===== config.mk =====
export PLATFORM = sky130hd
export DESIGN_NAME = scl_loader
export DESIGN_NICKNAME = d
export VERILOG_FILES = /design/src/include/scl_pkg.sv /design/src/core/scl_loader.sv
export VERILOG_INCLUDE_DIRS = /design/src /design/src/include
export SDC_FILE = /design/constraint.sdc
export NUM_CORES = 1
export LEC_CHECK = 0
export BUFFER_PORTS_ARGS = -buffer_cell sky130_fd_sc_hd__buf_2
export CORE_ASPECT_RATIO = 1.25
export CORE_UTILIZATION = 25
export CTS_CLUSTER_SIZE = 40
export DETAILED_ROUTE_END_ITERATION = 10
export GPL_ROUTABILITY_DRIVEN = 0
export MAX_ROUTING_LAYER = met4
export SLEW_MARGIN = 0
export SYNTH_ARGS = -nofsm -noshare
export SYNTH_HDL_FRONTEND = slang
export SYNTH_SLANG_ARGS = --single-unit

===== constraint.sdc =====
create_clock -name mclk -period 3.3 [get_ports mclk]
set_clock_uncertainty 0.1 [all_clocks]
set_input_delay 0.66 -clock mclk [delete_from_list [all_inputs] [get_ports mclk]]
set_output_delay 0.66 -clock mclk [all_outputs]
set_load 0.02 [all_outputs]

===== src/include/scl_defines.svh =====
// Purpose: constants for the serial prom configuration word loader
// Assumes: 32-bit config words, byte offsets multiple of four
// Notes:   definitions only
`ifndef SCL_DEFINES_SVH
`define SCL_DEFINES_SVH

`define SCL_EE_W06        8'h06
`define SCL_EE_W0C        8'h0c
`define SCL_EE_W0E        8'h0e
`define SCL_EE_TIMEOUT    16'h0400

`define SCL_CFG_INTPIN    10'h03c
`define SCL_CFG_CAPDIS    10'h070
`define SCL_CFG_SWMODE    10'h074
`define SCL_CFG_TLCTRL    10'h08c
`define SCL_CFG_MARGIN    10'h094
`define SCL_CFG_DEVCAP    10'h0c4
`define SCL_CFG_LNKCAP    10'h0cc
`define SCL_CFG_DEVCAP2   10'h0e4
`define SCL_CFG_EXTVC     10'h144

`define SCL_SEL_LOADER    2'h3
`define SCL_LDR_CTRL      10'h000
`define SCL_CTRL_RELOAD   0
`define SCL_STAT_BUSY     0
`define SCL_STAT_DONE     1
`define SCL_STAT_TMO      2
`define SCL_STAT_VLD      4

`define SCL_EXTVC_CNT     0
`define SCL_LC_ASPM       10
`define SCL_LC_L0S        12
`define SCL_LC_L1         15
`define SCL_LC_SDOWN      19
`define SCL_LC_BWNOT      21
`define SCL_SW_SAF        0
`define SCL_SW_CUT        1
`define SCL_SW_ARB        3
`define SCL_SW_CRED       4
`define SCL_SW_NOEGR      5
`define SCL_SW_NOTAG      6
`define SCL_SW_PARDIS     15
`define SCL_IP_INTA       8
`define SCL_DC_PAYLOAD    0
`define SCL_DC_RBER       15
`define SCL_CD_PMDIS      13
`define SCL_CD_MSIDIS     14
`define SCL_TL_SOFLAT     0
`define SCL_TL_DSELRW     1
`define SCL_TL_4KB        3
`define SCL_TL_PPNP       5
`define SCL_TL_FREEZE     6
`define SCL_MG_LOW        0
`define SCL_MG_HIGH       5
`define SCL_MG_HALF       10
`define SCL_DC2_LTR       12
`define SCL_DC2_OBFF      18

`endif


===== src/include/scl_pkg.sv =====
// Purpose: types of the serial prom configuration word loader
// Assumes: nothing
// Notes:   constants live in scl_defines.svh
package scl_pkg;
	typedef enum logic [1:0] {ST_IDLE, ST_REQ, ST_WAIT, ST_DONE} scl_state_t;
	typedef logic [15:0] scl_word_t;
endpackage : scl_pkg


===== src/core/scl_loader.sv =====
// Purpose: fetch prom words 06h/0Ch/0Eh and overlay them on per-port config words
// Assumes: word reader front end on mclk answers with ee_valid; data ok in the same cycle
// Notes:   config words outside the overlay read zero; overlay fields without a fetched word return the default parameters
//
// Decided for this implementation: the placing of the registers and the plain strobed port.
`timescale 1ns/1ns
`include "scl_defines.svh"

module scl_loader #(
	parameter int          NPORT       = 3,
	parameter logic [15:0] TIMEOUT     = `SCL_EE_TIMEOUT,
	parameter logic [31:0] DEF_INTPIN  = 32'h0000_0000,
	parameter logic [31:0] DEF_CAPDIS  = 32'h0000_0000,
	parameter logic [31:0] DEF_SWMODE  = 32'h0000_0000,
	parameter logic [31:0] DEF_TLCTRL  = 32'h0000_0000,
	parameter logic [31:0] DEF_MARGIN  = 32'h0000_0000,
	parameter logic [31:0] DEF_DEVCAP  = 32'h0000_0000,
	parameter logic [31:0] DEF_LNKCAP  = 32'h0000_0000,
	parameter logic [31:0] DEF_DEVCAP2 = 32'h0000_0000,
	parameter logic [31:0] DEF_EXTVC   = 32'h0000_0000
) (
	input  wire logic        mclk,       // core clock
	input  wire logic        rst_n,      // synchronous reset
	output logic             ee_req,     // word read request pulse
	output logic [7:0]       ee_addr,    // prom word byte address
	input  wire logic        ee_valid,   // word answer strobe
	input  wire logic [15:0] ee_data,    // word answer data
	input  wire logic [11:0] reg_addr,   // port select and byte offset
	input  wire logic [31:0] reg_wdata,  // write data
	input  wire logic        reg_wr,     // write strobe
	input  wire logic        reg_rd,     // read strobe
	output logic [31:0]      reg_rdata,  // read data, cycle after strobe
	output logic             cfg_ready   // overrides in place
);

	scl_pkg::scl_state_t state_ff;
	scl_pkg::scl_state_t nxt_state;
	logic [1:0]          idx_ff;
	logic [15:0]         tmo_ff;
	logic [2:0]          vld_ff;
	logic                tmo_err_ff;
	logic                req_ff;
	logic [7:0]          addr_ff;
	logic [31:0]         rdata_ff;
	scl_pkg::scl_word_t  w06_ff [NPORT];
	scl_pkg::scl_word_t  w0c_ff [NPORT];
	scl_pkg::scl_word_t  w0e_ff [NPORT];

	logic reload;
	logic last_word;
	logic word_end;
	assign reload    = reg_wr && (reg_addr[11:10] == `SCL_SEL_LOADER) &&
	                   (reg_addr[9:0] == `SCL_LDR_CTRL) && reg_wdata[`SCL_CTRL_RELOAD];
	assign last_word = (idx_ff == 2'h2);
	assign word_end  = (state_ff == scl_pkg::ST_WAIT) && (ee_valid || (tmo_ff == TIMEOUT));

	function automatic logic [7:0] word_addr(input logic [1:0] i);
		logic [7:0] a;
		a = `SCL_EE_W06;
		unique case (i)
			2'h1:    a = `SCL_EE_W0C;
			2'h2:    a = `SCL_EE_W0E;
			default: a = `SCL_EE_W06;
		endcase
		return a;
	endfunction : word_addr

	always_comb begin
		nxt_state = state_ff;
		unique case (state_ff)
			scl_pkg::ST_IDLE: nxt_state = scl_pkg::ST_REQ;
			scl_pkg::ST_REQ:  nxt_state = scl_pkg::ST_WAIT;
			scl_pkg::ST_WAIT: begin
				if (word_end)
					nxt_state = last_word ? scl_pkg::ST_DONE : scl_pkg::ST_REQ;
			end
			scl_pkg::ST_DONE: begin
				if (reload)
					nxt_state = scl_pkg::ST_IDLE;
			end
		endcase
	end

	// load starts straight after reset; a reload in ST_DONE restarts the sequence
	always_ff @(posedge mclk) begin
		if (!rst_n)
			state_ff <= scl_pkg::ST_IDLE;
		else
			state_ff <= nxt_state;
	end

	always_ff @(posedge mclk) begin
		if (!rst_n || state_ff == scl_pkg::ST_IDLE)
			idx_ff <= 2'h0;
		else if (word_end && !last_word)
			idx_ff <= idx_ff + 2'h1;
	end

	// a silent prom must not hang the switch: give up on the word, keep defaults
	always_ff @(posedge mclk) begin
		if (!rst_n || state_ff != scl_pkg::ST_WAIT || ee_valid)
			tmo_ff <= 16'h0000;
		else if (tmo_ff != TIMEOUT)
			tmo_ff <= tmo_ff + 16'h0001;
	end

	always_ff @(posedge mclk) begin
		if (!rst_n) begin
			req_ff  <= 1'b0;
			addr_ff <= 8'h00;
		end else begin
			req_ff  <= (nxt_state == scl_pkg::ST_REQ);
			// idx_ff clears on the same edge as the idle request, so idle always asks word 0
			addr_ff <= (nxt_state != scl_pkg::ST_REQ) ? addr_ff
			         : (state_ff == scl_pkg::ST_WAIT) ? word_addr(idx_ff + 2'h1)
			         : word_addr(2'h0);
		end
	end

	always_ff @(posedge mclk) begin
		if (!rst_n || state_ff == scl_pkg::ST_IDLE) begin
			vld_ff     <= 3'h0;
			tmo_err_ff <= 1'b0;
		end else if (word_end) begin
			if (ee_valid)
				vld_ff[idx_ff] <= 1'b1;
			else
				tmo_err_ff <= 1'b1;
		end
	end

	// every port keeps its own copy of each word
	for (genvar p = 0; p < NPORT; p++) begin : g_port
		always_ff @(posedge mclk) begin
			if (!rst_n) begin
				w06_ff[p] <= 16'h0000;
				w0c_ff[p] <= 16'h0000;
				w0e_ff[p] <= 16'h0000;
			end else if (state_ff == scl_pkg::ST_WAIT && ee_valid) begin
				unique case (idx_ff)
					2'h0:    w06_ff[p] <= ee_data;
					2'h1:    w0c_ff[p] <= ee_data;
					default: w0e_ff[p] <= ee_data;
				endcase
			end
		end
	end

	function automatic logic [31:0] cfg_word(input logic [1:0] port, input logic [9:0] off);
		logic [31:0] v;
		logic [15:0] a;
		logic [15:0] b;
		logic [15:0] c;
		logic        up;
		v  = 32'h0000_0000;
		a  = w06_ff[port];
		b  = w0c_ff[port];
		c  = w0e_ff[port];
		up = (port != 2'h0);
		// only fields carried by a fetched word change; the rest stays default
		unique case (off)
			`SCL_CFG_EXTVC: begin
				v = DEF_EXTVC;
				if (vld_ff[0]) v[`SCL_EXTVC_CNT] = a[0];
			end
			`SCL_CFG_LNKCAP: begin
				v = DEF_LNKCAP;
				if (vld_ff[0]) begin
					v[`SCL_LC_L0S +: 3] = a[3:1];
					v[`SCL_LC_L1 +: 3]  = a[6:4];
				end
				if (vld_ff[1]) begin
					v[`SCL_LC_ASPM +: 2] = b[3:2];
					v[`SCL_LC_SDOWN]     = b[12];
					if (up) v[`SCL_LC_BWNOT] = b[9];
				end
			end
			`SCL_CFG_SWMODE: begin
				v = DEF_SWMODE;
				if (vld_ff[0]) begin
					v[`SCL_SW_NOEGR]    = a[8];
					v[`SCL_SW_NOTAG]    = a[9];
					v[`SCL_SW_SAF]      = a[10];
					v[`SCL_SW_CUT +: 2] = a[12:11];
					v[`SCL_SW_ARB]      = a[13];
					v[`SCL_SW_CRED]     = a[14];
				end
				if (vld_ff[1]) v[`SCL_SW_PARDIS] = b[6];
			end
			`SCL_CFG_INTPIN: begin
				v = DEF_INTPIN;
				if (vld_ff[0] && up) v[`SCL_IP_INTA] = a[15];
			end
			`SCL_CFG_DEVCAP: begin
				v = DEF_DEVCAP;
				if (vld_ff[1]) begin
					v[`SCL_DC_PAYLOAD +: 2] = b[1:0];
					v[`SCL_DC_RBER]         = b[4];
				end
			end
			`SCL_CFG_CAPDIS: begin
				v = DEF_CAPDIS;
				if (vld_ff[1]) begin
					v[`SCL_CD_MSIDIS] = b[5];
					v[`SCL_CD_PMDIS]  = b[7];
				end
			end
			`SCL_CFG_TLCTRL: begin
				v = DEF_TLCTRL;
				if (vld_ff[1]) begin
					v[`SCL_TL_PPNP]   = b[8];
					v[`SCL_TL_FREEZE] = b[10];
					v[`SCL_TL_SOFLAT] = b[11];
					v[`SCL_TL_DSELRW] = b[13];
					v[`SCL_TL_4KB]    = b[15];
				end
			end
			`SCL_CFG_DEVCAP2: begin
				v = DEF_DEVCAP2;
				if (vld_ff[1]) v[`SCL_DC2_LTR]  = b[14];
				if (vld_ff[2]) v[`SCL_DC2_OBFF] = c[15];
			end
			`SCL_CFG_MARGIN: begin
				v = DEF_MARGIN;
				if (vld_ff[2]) begin
					v[`SCL_MG_LOW +: 5]  = c[4:0];
					v[`SCL_MG_HIGH +: 5] = c[9:5];
					v[`SCL_MG_HALF +: 5] = c[14:10];
				end
			end
			default: v = 32'h0000_0000;
		endcase
		return v;
	endfunction : cfg_word

	// read data live only in each cycle after a cycle with reg_rd high; unmapped offsets read zero
	always_ff @(posedge mclk) begin
		if (!rst_n || !reg_rd)
			rdata_ff <= 32'h0000_0000;
		else if (reg_addr[11:10] == `SCL_SEL_LOADER) begin
			rdata_ff <= 32'h0000_0000;
			if (reg_addr[9:0] == `SCL_LDR_CTRL) begin
				rdata_ff[`SCL_STAT_BUSY]     <= (state_ff != scl_pkg::ST_DONE);
				rdata_ff[`SCL_STAT_DONE]     <= (state_ff == scl_pkg::ST_DONE);
				rdata_ff[`SCL_STAT_TMO]      <= tmo_err_ff;
				rdata_ff[`SCL_STAT_VLD +: 3] <= vld_ff;
			end
		end else if (reg_addr[1:0] == 2'h0 && 32'(reg_addr[11:10]) < NPORT)
			rdata_ff <= cfg_word(reg_addr[11:10], reg_addr[9:0]);
		else
			rdata_ff <= 32'h0000_0000;
	end

	assign ee_req    = req_ff;
	assign ee_addr   = addr_ff;
	assign reg_rdata = rdata_ff;
	assign cfg_ready = (state_ff == scl_pkg::ST_DONE);

endmodule : scl_loader


### Word level (Yosys, flattened, before mapping)

Memory sizes are Yosys's and may differ from the RTL's.
Index checks and enable logic that the tools add are counted.

| word-level totals | value |
|---|---|
| memory bits (writable) | 144 |
| output and inout bits | 42 |
| logic and storage cells | 131 |
| memories kept | 3 |
| input bits | 65 |
| register bits after elaboration | 55 |

Memory list:

| memory | depth | bits a word | rd ports | clocked after memory_dff | wr ports | line | RTL |
|---|---|---|---|---|---|---|---|
| w06_ff | 3 | 16 | 1 | 0 | 3 | scl_loader.sv:45 | `scl_pkg::scl_word_t w06_ff [NPORT];` |
| w0c_ff | 3 | 16 | 1 | 0 | 3 | scl_loader.sv:46 | `scl_pkg::scl_word_t w0c_ff [NPORT];` |
| w0e_ff | 3 | 16 | 1 | 0 | 3 | scl_loader.sv:47 | `scl_pkg::scl_word_t w0e_ff [NPORT];` |

| cells by class | value |
|---|---|
| order comparisons | 3 |
| bitwise gates (word level) | 12 |
| reduce and logical (&&, ||, !) cells | 26 |
| add/subtract/negate cells | 2 |
| multiplexer cells | 53 |
| equality and inequality tests | 23 |

Operator list:

| kind | count |
|---|---|
| one-hot mux 22 bit (9 select lines) | 1 |
| two-way mux 16 bit | 9 |
| == test 10 x 8 -> 1 bit (second input constant) | 5 |
| two-way mux 1 bit | 24 |
| two-way mux 7 bit | 3 |
| == test 10 x 7 -> 1 bit (second input constant) | 2 |
| adder 16 x 1 -> 16 bit (second input constant) | 1 |
| == test 16 x 11 -> 1 bit (second input constant) | 1 |
| two-way mux 2 bit | 8 |
| != test 16 x 11 -> 1 bit (second input constant) | 1 |
| two-way mux 15 bit | 1 |
| == test 10 x 6 -> 1 bit (second input constant) | 1 |
| == test 10 x 9 -> 1 bit (second input constant) | 1 |
| == test 2 bit (second input constant) | 5 |
| logical NOT 10 bit | 1 |
| logical AND 1 bit | 9 |
| bitwise OR 1 bit | 9 |
| == test 2 x 1 -> 1 bit (second input constant) | 4 |
| two-way mux 8 bit | 1 |
| one-hot mux 2 bit (4 select lines) | 1 |
| one-hot mux 4 bit (2 select lines) | 1 |
| logical NOT 2 bit | 3 |
| two-way mux 3 bit | 2 |
| two-way mux 6 bit | 1 |
| 15 further kinds | 24 |

### Longest topological paths before layout

| logic depth | value |
|---|---|
| depth in word-level cells | 7 |
| depth in mapped cells | 8 |
| gate-level depth less buffers | 7 |

### Worst setup path after synthesis

Ideal clock, no wire load.

| timing path | value |
|---|---|
| kind | input -> register |
| start point | input port reg_addr[4] |
| end point | register rdata_ff[21] (netlist: reg_rdata[21]) |
| cell stages on the path | 7 |
| arrival time | 1.894 ns |
| slack | 1.246 ns |
| library setup time | 0.060 ns |
| path buffers | 2 |
| required time | 3.140 ns |
| path through | buf_2 -> or3b_1 -> o32ai_1 -> o21ai_1 -> a21oi_1 -> clkbuf_2 -> o2111a_1 |

| between the ends | value |
|---|---|
| longest elaborated chain between the ends | 2 |
| elaborated cells on any way between the ends | 10 |
| those cells by class | eq/ne: 9; mux: 1 |

Ends and longest elaborated chain:

| element | line | RTL |
|---|---|---|
| from (decl) | scl_loader.sv:28 | `input wire logic [11:0] reg_addr,` |
| == test 10 x 8 -> 1 bit (tied with other cells) | scl_loader.sv:161 | `unique case (off)` |
| one-hot mux 22 bit (9 select lines) * | scl_loader.sv:161 |  |
| to (signal, indexed assignment) | scl_loader.sv:243 | `` rdata_ff[`SCL_STAT_BUSY] <= (state_ff != scl_pkg::ST_DONE); `` |
| to (signal, indexed assignment) | scl_loader.sv:244 | `` rdata_ff[`SCL_STAT_DONE] <= (state_ff == scl_pkg::ST_DONE); `` |
| to (signal, indexed assignment) | scl_loader.sv:245 | `` rdata_ff[`SCL_STAT_TMO] <= tmo_err_ff; `` |
| to (decl) | scl_loader.sv:44 | `logic [31:0] rdata_ff;` |

Every way passes the cells marked *; elsewhere a longest branch is shown, timed or not.
A chain may end at the register's enable or synchronous reset.

### Worst setup path after layout

| timing path | value |
|---|---|
| start point | input port reg_addr[1] |
| end point | register rdata_ff[0] (netlist: reg_rdata[0]) |

| between the ends | value |
|---|---|
| longest elaborated chain between the ends | 4 |
| elaborated cells on any way between the ends | 16 |
| those cells by class | eq/ne: 9; mux: 4; reduce/logical: 3 |

Ends and longest elaborated chain:

| element | line | RTL |
|---|---|---|
| == test 10 x 8 -> 1 bit (tied with other cells) | scl_loader.sv:161 |  |
| one-hot mux 22 bit (9 select lines) / logical AND 1 bit (equally long branches) | scl_loader.sv:161, scl_loader.sv:248 |  |
| two-way mux 7 bit | scl_loader.sv:248 | `end else if (reg_addr[1:0] == 2'h0 && 32'(reg_addr[11:10]) < NPORT)` |
| two-way mux 7 bit * | scl_loader.sv:240 | `` else if (reg_addr[11:10] == `SCL_SEL_LOADER) begin `` |
| to (signal, indexed assignment) | scl_loader.sv:243 |  |
| to (signal, indexed assignment) | scl_loader.sv:244 |  |
| to (signal assigned) | scl_loader.sv:249 | `rdata_ff <= cfg_word(reg_addr[11:10], reg_addr[9:0]);` |

Marked as above.

==> impl_metrics.env <==
export IMPL_run_status="completed"
export IMPL_gr_total_overflow=0
export IMPL_path_class="input pin to register"
export IMPL_p_seq_share_pct=51.8
export IMPL_mostFrequentLayoutCells="59 x buf_2, 50 x and2_1, 49 x dfxtp_1, 47 x edfxtp_1, 36 x nand2_1"
export IMPL_worstHoldStart="ee_addr[2]"
export IMPL_post_route_util_pct=30.3
export IMPL_cp_top_family="simple AND/OR/NAND/NOR gates"
export IMPL_rsz0062_at_grt="false"
export IMPL_cts_root_buffer="clkbuf_16"
export IMPL_syn_cell_area_um2=4320
export IMPL_drt_initial_drc_count=202
export IMPL_antenna_found_initial=1
export IMPL_ant_nets=0
export IMPL_insertion_delay_ns=0.34
export IMPL_worst_ir_drop_vdd_uv=223
export IMPL_power_density_nw_per_um2=490
export IMPL_finalSetupViolCount=0
export IMPL_grt_max_degree=21
export IMPL_syn_avg_cell_area_um2=10.8
export IMPL_crit_slowest_cell="nor4_1"
export IMPL_wl_mm=10.2
export IMPL_p_clk_share_pct=42.7
export IMPL_cts_hold_buf=0
export IMPL_ff_latch_area_um2=2390
export IMPL_dp_hpwl_mm=7.36
export IMPL_crit_path_cell_trace="buf_2 > nor4_1 > nand4_1 > nor2_1 > a22o_1"
export IMPL_clk_pin_slew_worst_paths_ns=0.07
export IMPL_crit_path_end_kind="register"
export IMPL_power_frac_comb_pct=5.4
export IMPL_syn_to_final_growth_pct=18.1
export IMPL_die_x_um=120
export IMPL_routedWlPerCell_um=14.9
export IMPL_cp_max_fo=6
export IMPL_internal_power_mw=1.94
export IMPL_dieArea_um2=17800
export IMPL_dieHeight_um=149
export IMPL_io_pins=107
export IMPL_drive_gt1_share_pct=18.8
export IMPL_fin_nets=528
export IMPL_start_util_pct=25.6
export IMPL_viasPerCell=4.50
export IMPL_cts_resized=0
export IMPL_timing_rr_start="state_ff[0]"
export IMPL_cts_sinks=96
export IMPL_cp_arrival_ns=2.33
export IMPL_critPathRequiredTime_ns=3.49
export IMPL_r2r_end="w0c_ff[2][1]"
export IMPL_track_usage_pct=12.1
export IMPL_hold_depth=1
export IMPL_finalCritPeriodShare_pct=65.0
export IMPL_switching_share_pct=22.4
export IMPL_max_stage_delay_ns=0.59
export IMPL_p_leak_nw=1.98
export IMPL_yosys_warnings=0
export IMPL_synth_edf_count=47
export IMPL_drv_cap=0
export IMPL_hold_violations=0
export IMPL_min_to="ee_addr[2]"
export IMPL_finalSetupTns_ns=0
export IMPL_grt_pass1_vias=3030
export IMPL_drt_first_pass_iters=4
export IMPL_cts_tree="built"
export IMPL_ys_types=54
export IMPL_synthArstFlopShare_pct=0
export IMPL_ys_seq_elements=96
export IMPL_drcViolationCount=0
export IMPL_relSlewSlack_pct=49.9
export IMPL_rows=53
export IMPL_crit_buf_inv=1
export IMPL_rr_worst_depth=4
export IMPL_synth_flop_cell="dfxtp_1"
export IMPL_fill_cells=1734
export IMPL_start_kind="input pin"
export IMPL_grt_pass1_wl_mm=15.9
export IMPL_mostFrequentLayoutCell="buf_2"
export IMPL_finalMaxSlewViolations=0
export IMPL_worst_pin_slew_ns=0.750
export IMPL_p_sw_mw=0.559
export IMPL_multi_input_area_um2=1760
export IMPL_routed_via_count=3073
export IMPL_max_freq_mhz=466
export IMPL_cts_buffer_depth=2
export IMPL_hold_class="register to register"
export IMPL_core_um2=16800
export IMPL_r2r_slack_ns=1.20
export IMPL_cts_buffers_inserted=9
export IMPL_htreeDepth=3
export IMPL_postCtsSetupRepairBufs=0
export IMPL_seq_area_frac_synth_pct=55.4
export IMPL_finalCriticalPeriod_ns=2.15
export IMPL_port_buffers=59
export IMPL_syn_inst=400
routing by layer:
metal | vias to the layer above | GRT usage [%] | routed length [um]
li1 | 1500 | - | -
met1 | 1465 | 13.5 | 4140
met2 | 97 | 19.8 | 5160
met3 | 11 | 3.86 | 691
met4 | 0 | 5.13 | 194
met5 | - | - | 0
cell usage after synthesis (2+ instances only):
master / n / area [um2]
and4_1: 3 / 26.3
nor2_1: 30 / 113
and3_1: 11 / 68.8
buf_4: 16 / 120
o21a_1: 3 / 22.5
or3b_1: 2 / 17.5
a22o_1: 9 / 78.8
nor4_1: 4 / 25.0
nor3_1: 6 / 30.0
xor2_1: 8 / 70.1
nand2_1: 36 / 135
nor2b_1: 4 / 25.0
nand3_1: 8 / 40.0
a22oi_1: 9 / 67.6
nor4bb_1: 2 / 20.0
a21o_1: 2 / 15.0
o21ai_0: 7 / 35.0
or3_1: 5 / 31.3
nor3b_1: 2 / 15.0
nand4_1: 8 / 50.1
a21oi_1: 10 / 50.1
o22ai_1: 2 / 12.5
a31oi_1: 2 / 12.5
a32oi_1: 3 / 26.3
dfxtp_1: 49 / 981
clkbuf_1: 8 / 30.0
a21boi_0: 6 / 45.0
buf_2: 7 / 35.0
inv_1: 8 / 30.0
and2_1: 50 / 313
ha_1: 6 / 75.1
xnor2_1: 5 / 43.8
nor4b_4: 2 / 47.6
edfxtp_1: 47 / 1410
metrics by stage:
| step | hold slack (ns) | std cells | setup WS, ns | cell area (um2) | total power, mW |
|---|---|---|---|---|---|
| floorplan | 0.341 | 415 | 1.25 | 4370 | 1.42 |
| global placement | 0.346 | 666 | 0.774 | 4780 | 1.45 |
| detailed placement | 0.351 | 666 | 0.783 | 4780 | 1.46 |
| CTS | 0.367 | 682 | 1.15 | 5090 | 2.53 |
| global route | 0.377 | 683 | 0.964 | 5100 | 2.58 |
| finish | 0.363 | 683 | 1.15 | 5100 | 2.50 |
worst max path at each step:
stage / slack, ns / endpoint / startpoint / depth (start not counted)
floorplan: 1.25 / reg_rdata[21] / reg_addr[4] / 7
global placement: 0.77 / reg_rdata[4] / reg_addr[1] / 5
detailed placement: 0.78 / reg_rdata[0] / reg_addr[1] / 5
CTS: 1.15 / reg_rdata[2] / reg_addr[1] / 5
global route: 0.96 / reg_rdata[4] / reg_addr[1] / 5
finish: 1.15 / reg_rdata[0] / reg_addr[1] / 5
sequential cells by signal (all words and copies together), names as in the netlist:
signal,flops
tmo_ff,16
w0c_ff,16
ee_req,1
w0e_ff,16
reg_rdata,21
state_ff,2
w06_ff,15
vld_ff,3
ee_addr,3
idx_ff,2
tmo_err_ff,1
worst register-to-register path: cells and delay by family, from the launching register on:
| kind | cells | cell delay (ns) |
|---|---|---|
| flip-flops | 1 | 0.39 |
| AND/OR/NAND/NOR | 4 | 1.23 |
layout make-up:
cell class,instances,share of cell area [%]
Antenna cell,1,0.0491
Clock inverter,6,1.42
Sequential cell,96,46.9
Inverter,8,0.589
Clock buffer,10,4.69
Tap cell,220,5.40
Timing Repair Buffer,63,6.38
Multi-Input combinational cell,279,34.5
cell families after synthesis:
group | Yosys count | synth area share [%]
AO/OA/AOI/OAI | 60 | 9.83
other | 1 | 0.0869
flip-flops | 96 | 55.4
XOR/XNOR | 13 | 2.64
AND/OR/NAND/NOR | 184 | 25.2
buffers and inverters | 40 | 5.10
adder cells (fa/ha/maj) | 6 | 1.74
power groups by stage:
| stage | Combinational [mW] | Sequential, mW | Clock (mW) |
|---|---|---|---|
| after detailed placement | 0.136 | 1.32 | 0 |
| after global placement | 0.132 | 1.32 | 0 |
| final | 0.135 | 1.30 | 1.07 |
| after global routing | 0.149 | 1.30 | 1.14 |
| after floorplan | 0.0964 | 1.32 | 0 |
| after CTS | 0.136 | 1.30 | 1.09 |
Note: power is estimated with default switching activity, not from simulation.
